### config.mk
export PLATFORM = sky130hd
export DESIGN_NAME = tmsc_tx_mod_ctrl
export DESIGN_NICKNAME = d
export VERILOG_FILES = /design/src/rtl/tmsc_tx_mod_ctrl.v
export VERILOG_INCLUDE_DIRS = /design/src /design/src/rtl
export SDC_FILE = /design/constraint.sdc
export NUM_CORES = 1
export LEC_CHECK = 0
export ABC_AREA = 1
export BUFFER_PORTS_ARGS = -buffer_cell sky130_fd_sc_hd__buf_2
export CAP_MARGIN = 20
export CORE_MARGIN = 8
export CORE_UTILIZATION = 30
export CTS_CLUSTER_SIZE = 12
export DETAILED_ROUTE_END_ITERATION = 8
export HOLD_SLACK_MARGIN = 0.06
export PLACE_DENSITY = 0.45
export SYNTH_ARGS = -nofsm -noshare
export SYNTH_HDL_FRONTEND = slang
export SYNTH_SLANG_ARGS = --single-unit
### constraint.sdc
create_clock -name CLK_SYS_IN -period 3.4 [get_ports CLK_SYS_IN]
set_clock_uncertainty 0.2 [all_clocks]
set_input_delay 0.34 -clock CLK_SYS_IN [delete_from_list [all_inputs] [get_ports CLK_SYS_IN]]
set_output_delay 0.34 -clock CLK_SYS_IN [all_outputs]
set_load 0.1 [all_outputs]
### src/rtl/tmsc_map.vh
`ifndef TMSC_MAP_VH
`define TMSC_MAP_VH

// ----------------------------------------------------------------------
// Register addresses
// ----------------------------------------------------------------------
`define TMSC_ADDR_STATUS 7'h03
`define TMSC_ADDR_OPMODE 7'h07
`define TMSC_ADDR_RATE_HI 7'h6e
`define TMSC_ADDR_RATE_LO 7'h6f
`define TMSC_ADDR_RATE_CFG 7'h70
`define TMSC_ADDR_MODCTL 7'h71
`define TMSC_ADDR_FIFO 7'h7f

// ----------------------------------------------------------------------
// Reset values
// ----------------------------------------------------------------------
`define TMSC_RST_MODCTL 8'h23
`define TMSC_RST_OPMODE 8'h00
`define TMSC_RST_RATE_HI 8'h0a
`define TMSC_RST_RATE_LO 8'haa
`define TMSC_RST_RATE_CFG 8'h00

// ----------------------------------------------------------------------
// Field positions
// ----------------------------------------------------------------------
`define TMSC_MODCTL_TYPE_LSB 0
`define TMSC_MODCTL_DEVMSB_BIT 2
`define TMSC_MODCTL_INV_BIT 3
`define TMSC_MODCTL_SRC_LSB 4
`define TMSC_MODCTL_CLK_LSB 6
`define TMSC_OP_TUNE_BIT 1
`define TMSC_OP_RX_BIT 2
`define TMSC_OP_TX_BIT 3
`define TMSC_RATE_SCALE_BIT 5
`define TMSC_ST_ERR_BIT 0
`define TMSC_ST_VALID_BIT 1
`define TMSC_ST_SENT_BIT 2

// ----------------------------------------------------------------------
// Encodings
// ----------------------------------------------------------------------
`define TMSC_MOD_CARRIER 2'h0
`define TMSC_MOD_OOK 2'h1
`define TMSC_MOD_FSK 2'h2
`define TMSC_MOD_GFSK 2'h3
`define TMSC_SRC_GPIO 2'h0
`define TMSC_SRC_SDI 2'h1
`define TMSC_SRC_FIFO 2'h2
`define TMSC_SRC_PN9 2'h3
`define TMSC_CLK_NONE 2'h0
`define TMSC_CLK_GPIO 2'h1
`define TMSC_CLK_SDO 2'h2
`define TMSC_CLK_IRQ 2'h3

// ----------------------------------------------------------------------
// Timing and sizes
// ----------------------------------------------------------------------
`define TMSC_CLK_PERIOD_NS 100
`define TMSC_REF_PERIOD_NS 1000
`define TMSC_REF_DIV (`TMSC_REF_PERIOD_NS / `TMSC_CLK_PERIOD_NS)
`define TMSC_TXCLK_HIGH_NS 1000
`define TMSC_TXCLK_HIGH_CYC (`TMSC_TXCLK_HIGH_NS / `TMSC_CLK_PERIOD_NS)
`define TMSC_PN9_SEED 9'h1ff
`define TMSC_FIFO_DEPTH 64

`endif

### src/rtl/tmsc_tx_mod_ctrl.v
// The implementer's own choice: the strobed register port.
`timescale 1ns/1ps
`default_nettype none
`include "tmsc_map.vh"

// Behaviour
// Modulation type field picks carrier, OOK, FSK or GFSK.
// Host enables a data clock when GFSK uses a direct source.
// Data source field picks GPIO pin, serial-in pin, FIFO or PN9.
// Serial-in direct data accepted only while chip select is high.
// Host configures a general-purpose pin to match its chosen role.
// FIFO mode moves data through FIFOs behind one burst access register.
// FIFO mode leaves transmit or receive on packet sent or packet valid.
// After packet sent, transmit is cleared; tune bit keeps tune state.
// With only transmit set, completion returns to idle.
// Receive bit cleared only by packet valid.
// CRC, header or sync error flags status and stays in receive.
// Direct mode modulates each pin bit live, nothing stored.
// Host drives only data for FSK, data plus clock for GFSK.
// Clock source field routes data clock to none, GPIO, serial-out, IRQ.
// Data clock on serial-out pin only while chip select is high.
// Invert bit flips transmit data before modulation.
// PN9 source makes transmit bits internally.
// Clockless direct mode allowed only with FSK.
// Host should set the rate to maximum for clockless FSK.
// Bit rate is rate word times 1 MHz over two to 16 plus 5 times scale.
// One clock pulse per bit; host data stable before sampling edge.
// PN9 is a nine-stage maximal LFSR, running while PN9 transmit active.
module tmsc_tx_mod_ctrl (
    // Clock and reset
    input wire CLK_SYS_IN,
    input wire ARST_N_IN,
    // Register port
    input wire [6:0] REG_ADDR_IN,
    input wire [7:0] REG_WDATA_IN,
    input wire REG_WR_IN,
    input wire REG_RD_IN,
    output reg [7:0] REG_RDATA_OUT,
    // Pins
    input wire CHIP_SELECT_N_IN,
    input wire SDI_IN,
    input wire GPIO_DATA_IN,
    output wire SDO_OUT,
    output wire SDO_OE_OUT,
    output wire GPIO_CLK_OUT,
    output wire GPIO_CLK_OE_OUT,
    output wire INTERRUPT_REQUEST_N_OUT,
    // Packet handler
    input wire PKT_VALID_IN,
    input wire PKT_ERROR_IN,
    input wire [7:0] RX_BYTE_IN,
    input wire RX_BYTE_VALID_IN,
    // Modulator
    output wire [1:0] MOD_TYPE_OUT,
    output reg MOD_DATA_OUT,
    output wire DEVIATION_MSB_OUT,
    output wire [3:0] STATE_OUT
);

    localparam [3:0] ST_IDLE = 4'b0001;
    localparam [3:0] ST_TUNE = 4'b0010;
    localparam [3:0] ST_TX = 4'b0100;
    localparam [3:0] ST_RX = 4'b1000;
    localparam [31:0] REF_LAST = `TMSC_REF_DIV - 1;
    localparam [31:0] CLK_HIGH_LAST = `TMSC_TXCLK_HIGH_CYC - 1;

    // ------------------------------------------------------------------
    // Registers and configuration fields
    // ------------------------------------------------------------------
    reg [7:0] modctl;
    reg [7:0] opmode;
    reg [7:0] rate_hi;
    reg [7:0] rate_lo;
    reg [7:0] rate_cfg;
    reg [2:0] status;
    reg [3:0] state;
    reg [3:0] next_state;

    wire [1:0] mod_type = modctl[`TMSC_MODCTL_TYPE_LSB+1:`TMSC_MODCTL_TYPE_LSB];
    wire [1:0] data_src = modctl[`TMSC_MODCTL_SRC_LSB+1:`TMSC_MODCTL_SRC_LSB];
    wire [1:0] clk_src = modctl[`TMSC_MODCTL_CLK_LSB+1:`TMSC_MODCTL_CLK_LSB];
    wire invert = modctl[`TMSC_MODCTL_INV_BIT];
    wire rate_scale = rate_cfg[`TMSC_RATE_SCALE_BIT];
    wire [15:0] rate_word = {rate_hi, rate_lo};
    wire fifo_mode = (data_src == `TMSC_SRC_FIFO);
    wire pn9_mode = (data_src == `TMSC_SRC_PN9);
    wire direct_mode = ~data_src[1];
    wire tx_on = opmode[`TMSC_OP_TX_BIT];
    wire rx_on = opmode[`TMSC_OP_RX_BIT];

    wire wr_fifo = REG_WR_IN && (REG_ADDR_IN == `TMSC_ADDR_FIFO);
    wire rd_fifo = REG_RD_IN && (REG_ADDR_IN == `TMSC_ADDR_FIFO);
    wire rd_status = REG_RD_IN && (REG_ADDR_IN == `TMSC_ADDR_STATUS);

    // ------------------------------------------------------------------
    // Pin synchronisers
    // ------------------------------------------------------------------
    reg [1:0] cs_sync;
    reg [1:0] sdi_sync;
    reg [1:0] gpio_sync;

    always @(posedge CLK_SYS_IN or negedge ARST_N_IN) begin
        if (!ARST_N_IN) begin
            cs_sync <= 2'h3;
            sdi_sync <= 2'h0;
            gpio_sync <= 2'h0;
        end else begin
            cs_sync <= {cs_sync[0], CHIP_SELECT_N_IN};
            sdi_sync <= {sdi_sync[0], SDI_IN};
            gpio_sync <= {gpio_sync[0], GPIO_DATA_IN};
        end
    end

    wire cs_high = cs_sync[1];
    // Serial-in pin is a data source only while the bus is deselected
    wire sdi_bit = sdi_sync[1] & cs_high;
    wire direct_bit = (data_src == `TMSC_SRC_SDI) ? sdi_bit : gpio_sync[1];

    // ------------------------------------------------------------------
    // Bit rate generator
    // ------------------------------------------------------------------
    reg [3:0] ref_cnt;
    reg [20:0] rate_acc;
    wire ref_tick = (ref_cnt == REF_LAST[3:0]);
    wire [21:0] rate_sum = {1'b0, rate_acc} + {6'h00, rate_word};
    wire bit_tick = ref_tick && (rate_scale ? rate_sum[21] : rate_sum[16]);

    always @(posedge CLK_SYS_IN or negedge ARST_N_IN) begin
        if (!ARST_N_IN) begin
            ref_cnt <= 4'h0;
            rate_acc <= 21'h0;
        end else begin
            ref_cnt <= ref_tick ? 4'h0 : ref_cnt + 4'h1;
            if (!tx_on)
                rate_acc <= 21'h0;
            else if (ref_tick)
                rate_acc <= rate_scale ? rate_sum[20:0] : {5'h00, rate_sum[15:0]};
        end
    end

    // ------------------------------------------------------------------
    // Transmit and receive FIFOs
    // ------------------------------------------------------------------
    reg [7:0] tx_mem [0:`TMSC_FIFO_DEPTH-1];
    reg [7:0] rx_mem [0:`TMSC_FIFO_DEPTH-1];
    reg [6:0] tx_wp;
    reg [6:0] tx_rp;
    reg [6:0] rx_wp;
    reg [6:0] rx_rp;
    wire tx_empty = (tx_wp == tx_rp);
    wire tx_full = (tx_wp == {~tx_rp[6], tx_rp[5:0]});
    wire rx_empty = (rx_wp == rx_rp);
    wire rx_full = (rx_wp == {~rx_rp[6], rx_rp[5:0]});

    reg [7:0] shifter;
    reg [3:0] bits_left;
    wire fifo_bit_step = tx_on && fifo_mode && bit_tick;
    wire tx_pop = fifo_bit_step && (bits_left == 4'h0) && !tx_empty;
    wire pkt_sent = fifo_bit_step && (bits_left == 4'h0) && tx_empty;
    wire rx_push = rx_on && RX_BYTE_VALID_IN && !rx_full;

    always @(posedge CLK_SYS_IN) begin
        if (wr_fifo && !tx_full)
            tx_mem[tx_wp[5:0]] <= REG_WDATA_IN;
        if (rx_push)
            rx_mem[rx_wp[5:0]] <= RX_BYTE_IN;
    end

    always @(posedge CLK_SYS_IN or negedge ARST_N_IN) begin
        if (!ARST_N_IN) begin
            tx_wp <= 7'h00;
            tx_rp <= 7'h00;
            rx_wp <= 7'h00;
            rx_rp <= 7'h00;
            shifter <= 8'h00;
            bits_left <= 4'h0;
        end else begin
            if (wr_fifo && !tx_full)
                tx_wp <= tx_wp + 7'h01;
            if (rd_fifo && !rx_empty)
                rx_rp <= rx_rp + 7'h01;
            if (rx_push)
                rx_wp <= rx_wp + 7'h01;
            if (tx_pop) begin
                tx_rp <= tx_rp + 7'h01;
                shifter <= {tx_mem[tx_rp[5:0]][6:0], 1'b0};
                bits_left <= 4'h7;
            end else if (fifo_bit_step && bits_left != 4'h0) begin
                shifter <= {shifter[6:0], 1'b0};
                bits_left <= bits_left - 4'h1;
            end else if (!tx_on) begin
                bits_left <= 4'h0;
            end
        end
    end

    // ------------------------------------------------------------------
    // PN9 generator, x^9 + x^5 + 1
    // ------------------------------------------------------------------
    reg [8:0] pn9;

    always @(posedge CLK_SYS_IN or negedge ARST_N_IN) begin
        if (!ARST_N_IN)
            pn9 <= `TMSC_PN9_SEED;
        else if (tx_on && pn9_mode && bit_tick)
            pn9 <= {pn9[7:0], pn9[8] ^ pn9[4]};
    end

    // ------------------------------------------------------------------
    // Transmit data path and data clock
    // ------------------------------------------------------------------
    reg [3:0] clk_high_cnt;
    reg data_clk;
    reg next_bit;
    wire clocked = (clk_src != `TMSC_CLK_NONE);

    always @* begin
        next_bit = MOD_DATA_OUT ^ invert;
        case (data_src)
            `TMSC_SRC_FIFO: if (fifo_bit_step)
                next_bit = tx_pop ? tx_mem[tx_rp[5:0]][7] : shifter[7];
            `TMSC_SRC_PN9: if (bit_tick)
                next_bit = pn9[8];
            default: if (!clocked || bit_tick)
                next_bit = direct_bit;
        endcase
    end

    always @(posedge CLK_SYS_IN or negedge ARST_N_IN) begin
        if (!ARST_N_IN) begin
            MOD_DATA_OUT <= 1'b0;
            data_clk <= 1'b0;
            clk_high_cnt <= 4'h0;
        end else begin
            MOD_DATA_OUT <= tx_on ? (next_bit ^ invert) : 1'b0;
            if (tx_on && direct_mode && clocked && bit_tick) begin
                data_clk <= 1'b1;
                clk_high_cnt <= CLK_HIGH_LAST[3:0];
            end else if (clk_high_cnt != 4'h0) begin
                clk_high_cnt <= clk_high_cnt - 4'h1;
            end else begin
                data_clk <= 1'b0;
            end
        end
    end

    // Clockless direct mode with anything but FSK falls back to carrier
    wire bad_async = direct_mode && !clocked && (mod_type != `TMSC_MOD_FSK);
    assign MOD_TYPE_OUT = bad_async ? `TMSC_MOD_CARRIER : mod_type;
    assign DEVIATION_MSB_OUT = modctl[`TMSC_MODCTL_DEVMSB_BIT];

    wire clk_route = tx_on && direct_mode;
    assign GPIO_CLK_OE_OUT = clk_route && (clk_src == `TMSC_CLK_GPIO);
    assign GPIO_CLK_OUT = GPIO_CLK_OE_OUT & data_clk;
    assign SDO_OE_OUT = clk_route && (clk_src == `TMSC_CLK_SDO) && cs_high;
    assign SDO_OUT = SDO_OE_OUT & data_clk;
    wire irq_clk = clk_route && (clk_src == `TMSC_CLK_IRQ);
    assign INTERRUPT_REQUEST_N_OUT = irq_clk ? data_clk : ~(|status);

    // ------------------------------------------------------------------
    // Operating state
    // ------------------------------------------------------------------
    always @* begin
        case (1'b1)
            opmode[`TMSC_OP_TX_BIT]: next_state = ST_TX;
            opmode[`TMSC_OP_RX_BIT]: next_state = ST_RX;
            opmode[`TMSC_OP_TUNE_BIT]: next_state = ST_TUNE;
            default: next_state = ST_IDLE;
        endcase
    end

    always @(posedge CLK_SYS_IN or negedge ARST_N_IN) begin
        if (!ARST_N_IN)
            state <= ST_IDLE;
        else
            state <= next_state;
    end

    assign STATE_OUT = state;

    // ------------------------------------------------------------------
    // Register writes, status flags and read data
    // ------------------------------------------------------------------
    wire pkt_valid = rx_on && fifo_mode && PKT_VALID_IN;

    always @(posedge CLK_SYS_IN or negedge ARST_N_IN) begin
        if (!ARST_N_IN) begin
            modctl <= `TMSC_RST_MODCTL;
            opmode <= `TMSC_RST_OPMODE;
            rate_hi <= `TMSC_RST_RATE_HI;
            rate_lo <= `TMSC_RST_RATE_LO;
            rate_cfg <= `TMSC_RST_RATE_CFG;
            status <= 3'h0;
        end else begin
            if (pkt_sent)
                opmode[`TMSC_OP_TX_BIT] <= 1'b0;
            if (pkt_valid)
                opmode[`TMSC_OP_RX_BIT] <= 1'b0;
            if (REG_WR_IN) begin
                case (REG_ADDR_IN)
                    `TMSC_ADDR_MODCTL: modctl <= REG_WDATA_IN;
                    `TMSC_ADDR_OPMODE: opmode <= REG_WDATA_IN;
                    `TMSC_ADDR_RATE_HI: rate_hi <= REG_WDATA_IN;
                    `TMSC_ADDR_RATE_LO: rate_lo <= REG_WDATA_IN;
                    `TMSC_ADDR_RATE_CFG: rate_cfg <= REG_WDATA_IN;
                    default: ;
                endcase
            end
            // Reading clears the flags; a new event in that cycle still sets
            status <= (rd_status ? 3'h0 : status)
                | {pkt_sent, pkt_valid, rx_on & PKT_ERROR_IN};
        end
    end

    always @(posedge CLK_SYS_IN or negedge ARST_N_IN) begin
        if (!ARST_N_IN) begin
            REG_RDATA_OUT <= 8'h00;
        end else if (REG_RD_IN) begin
            case (REG_ADDR_IN)
                `TMSC_ADDR_STATUS: REG_RDATA_OUT <= {5'h00, status};
                `TMSC_ADDR_OPMODE: REG_RDATA_OUT <= opmode;
                `TMSC_ADDR_RATE_HI: REG_RDATA_OUT <= rate_hi;
                `TMSC_ADDR_RATE_LO: REG_RDATA_OUT <= rate_lo;
                `TMSC_ADDR_RATE_CFG: REG_RDATA_OUT <= rate_cfg;
                `TMSC_ADDR_MODCTL: REG_RDATA_OUT <= modctl;
                `TMSC_ADDR_FIFO: REG_RDATA_OUT <= rx_empty ? 8'h00 : rx_mem[rx_rp[5:0]];
                default: REG_RDATA_OUT <= 8'h00;
            endcase
        end else begin
            REG_RDATA_OUT <= 8'h00;
        end
    end

endmodule // tmsc_tx_mod_ctrl

`default_nettype wire

==> metrics <==
max_cap viols 0; Pre-Repair DR Iteration Count 7; num ports 54; total internal power 24.2 mW; post-route cell area 56500 sq um; Distinct cells, synth 60; most used routing layer met2; H-tree depth 4; Required @ worst endpoint 3680 ps; Synth area leaders edfxtp_1, dfrtp_1, o21ai_0, nor2_1, nand2_1; filler cell count 15.4k; CP arrival 3330 ps; EDFF count, synth 1024; fin crit period 3050 ps; gr ovfl total 0; CTS Sinks 1164; Tot GR Track Use 15.8%; Reg2Reg Setup Slack 350 ps; Final setup viols 0; number of CTS-inserted buffers 131; switching share of total power 25.2%; IO Port Bufs 53; Die Ht 414 um; Post-Syn Area 47600 sq um; largest fanout on the critical path 30; GR Layer Usage met2 26.9%; worst reg2reg path startpoint rx_rp[0]; area of the multi-input gates 11900 sq um; Mapped Nets 3977; CTS Root Cell clkbuf_16; vias in the first global route 31.0k; largest net degree at the start of global routing 104; critical path class flip-flop to flip-flop; first-pass GRT wire length 208000 um; Pwr Density 572 nW/um^2; Hold WS 108 ps; Ys Warns 0; DR vias 31.6k; register area 34300 sq um; initial core utilization 30.1%; CP startpoint rx_rp[0]; insertion delay to the later sink of the worst-skew pair 750 ps; routed length per placed instance 22.2 um; detailed placement HPWL 89000 um; post-synth top area share 64.6%; Diodes inserted 0; Reg-to-Reg End rx_mem[28][6]; worst-margin pin slew 1030 ps; RSZ-0062 raised after global routing no; CTS tree done; Synth async-reset ratio 12.0%; top post-synthesis cells by count edfxtp_1, nor2_1, nand2_1; #FFs+latches synth 1164; post-synthesis sequential area ratio 72.1%; die area 172000 sq um; Die Width 414 um; Reg power frac 49.2%; startpoint types flip-flop; Setup crit end kind flip-flop; Worst slew margin 31.6%; # DRC 0; Yosys top cell by area edfxtp_1; fmax 328 MHz; nets 4256; Core ar. 158000 sq um; WL final 141000 um; Avg Cell Area, Syn 12.1 sq um; leak pwr 19.6 nW; VDD IR max 467 uV; layout cells sized above 1 13.3%; # rows 146; worst min path class input pin to flip-flop; clk buf depth 3; final hold violations 0; clock slew at reported path FFs 60 ps; most numerous cell in the Yosys netlist edfxtp_1; Layout area overhead 18.8%; worst r2r path cells 12; met1 Usage GRT 20.8%; 1st-iter DRT viols 2460; GP Congestion 0.833; Syn Inst Count 3920; crit share post-route 89.7%; crit path to rx_mem[28][6]; clock power share 41.9%; final max-slew violation count 0; Top FF cell, synth edfxtp_1; Vias/cell 4.96; outcome finished clean; antenna violation net count after detailed routing 0; combinational fraction of design power 8.9%; met3 Track Usage GR 2.39%; post-place instance area 52000 sq um; reported net switching power 8.14 mW; initial antenna violation count 0
[how the worst min path moves through the flow]
| stage | startpoint | end | slack (ps) | cells after the start |
|---|---|---|---|---|
| 2_1_floorplan | ARST_N_IN | MOD_DATA_OUT | -160 | 0 |
| 3_3_place_gp | ARST_N_IN | tx_wp[5] | 100 | 1 |
| 3_5_place_dp | ARST_N_IN | STATE_OUT[2] | 120 | 1 |
| 4_1_cts | RX_BYTE_IN[6] | rx_mem[20][6] | 70 | 1 |
| 5_1_grt | RX_BYTE_IN[6] | rx_mem[21][6] | 110 | 1 |
| 6_report | RX_BYTE_IN[6] | rx_mem[20][6] | 110 | 1 |
[placed cells by master, fill, tap and decap left out, drive strengths merged, types with 33 or more instances in the layout]
| cell | netlist | routed |
|---|---|---|
| inv | 133 | 137 |
| buf | 76 | 335 |
| edfxtp | 1024 | 1024 |
| nor2 | 632 | 632 |
| o211ai | 43 | 43 |
| dlygate4sd3 | 0 | 33 |
| a21oi | 67 | 67 |
| nand3 | 214 | 214 |
| nand2 | 522 | 522 |
| o221ai | 84 | 84 |
| nand4 | 37 | 37 |
| clkinv | 7 | 59 |
| clkbuf | 146 | 167 |
| o21ai | 503 | 503 |
| dfrtp | 119 | 119 |
| o22ai | 140 | 140 |
[cell families (layout without fill, tap and decap cells)]
| group | count (synthesis) | count (layout) | share of synthesized area (%) |
|---|---|---|---|
| flops | 1164 | 1164 | 72.1 |
| buf+inv | 362 | 738 | 3.03 |
| fa+ha+maj | 24 | 24 | 0.647 |
| xor+xnor | 35 | 35 | 0.644 |
| simple gates | 1438 | 1438 | 12.5 |
| compound gates | 897 | 897 | 11.1 |
[stage by stage]
stage / power [mW] / utilization [%] / TNS, ps / worst slack, ps / cells
2_1_floorplan: 17.8 / - / -1580 / -791 / 3920
3_3_place_gp: 19.1 / 32.9 / 0 / 107 / 6102
3_5_place_dp: 19.1 / 32.9 / 0 / 115 / 6104
4_1_cts: 32.7 / 35.8 / 0 / 237 / 6368
5_1_grt: 33.5 / 35.8 / 0 / 41.6 / 6368
6_report: 32.3 / 35.8 / 0 / 349 / 6368
[flip-flops by register name (all words and copies together), names as in the netlist, 8 cells and up]
register / cells
rx_mem: 512
tx_mem: 512
rate_acc: 21
pn9: 9
REG_RDATA_OUT: 8
modctl: 8
opmode: 8
rate_cfg: 8
rate_hi: 8
rate_lo: 8
[power by group through the flow]
stage | clock network [mW] | registers, mW | logic (mW)
2_1_floorplan | 0 | 16.2 | 1.60
3_3_place_gp | 0 | 16.2 | 2.90
3_5_place_dp | 0 | 16.2 | 2.91
4_1_cts | 13.9 | 15.9 | 2.95
5_1_grt | 14.4 | 15.9 | 3.18
6_report | 13.5 | 15.9 | 2.89
[worst max-delay path, cell delays in order, from the launching register on]
cell and delay, ps:
dfrtp_4 550, inv_8 200, nand2_1 80, a21oi_1 160, nand3_1 80, nor2_1 180
nand2_1 100, nand3_1 180, inv_1 210, nand4_1 320, buf_4 260, nor2_1 60
buf_4 190
[area by class of cell]
| class | instances | share of cell area [%] |
|---|---|---|
| Timing Repair Buffer | 368 | 5.45 |
| Inverter | 140 | 0.963 |
| Clock buffer | 167 | 6.13 |
| Tap cell | 2072 | 4.59 |
| Clock inverter | 63 | 1.16 |
| Multi-Input combinational cell | 2394 | 21.0 |
| Sequential cell | 1164 | 60.7 |
[layer usage]
layer	routed length [um]	vias to the layer above	part of all wire, %
met5	0	-	0
met2	68700	657	49
li1	-	14800	-
met4	4220	0	3.0
met1	62600	15900	44
met3	5740	178	4.1
[what timing repair did]
| action | in CTS | in global routing |
|---|---|---|
| buffers inserted | 0 | 0 |
| setup endpoints to repair | 0 | 14 |
| hold endpoints to repair | 439 | 0 |
| gates resized for setup | 0 | 3 |
| hold buffers | 34 | 0 |
Power figures use the tool's default switching activity.
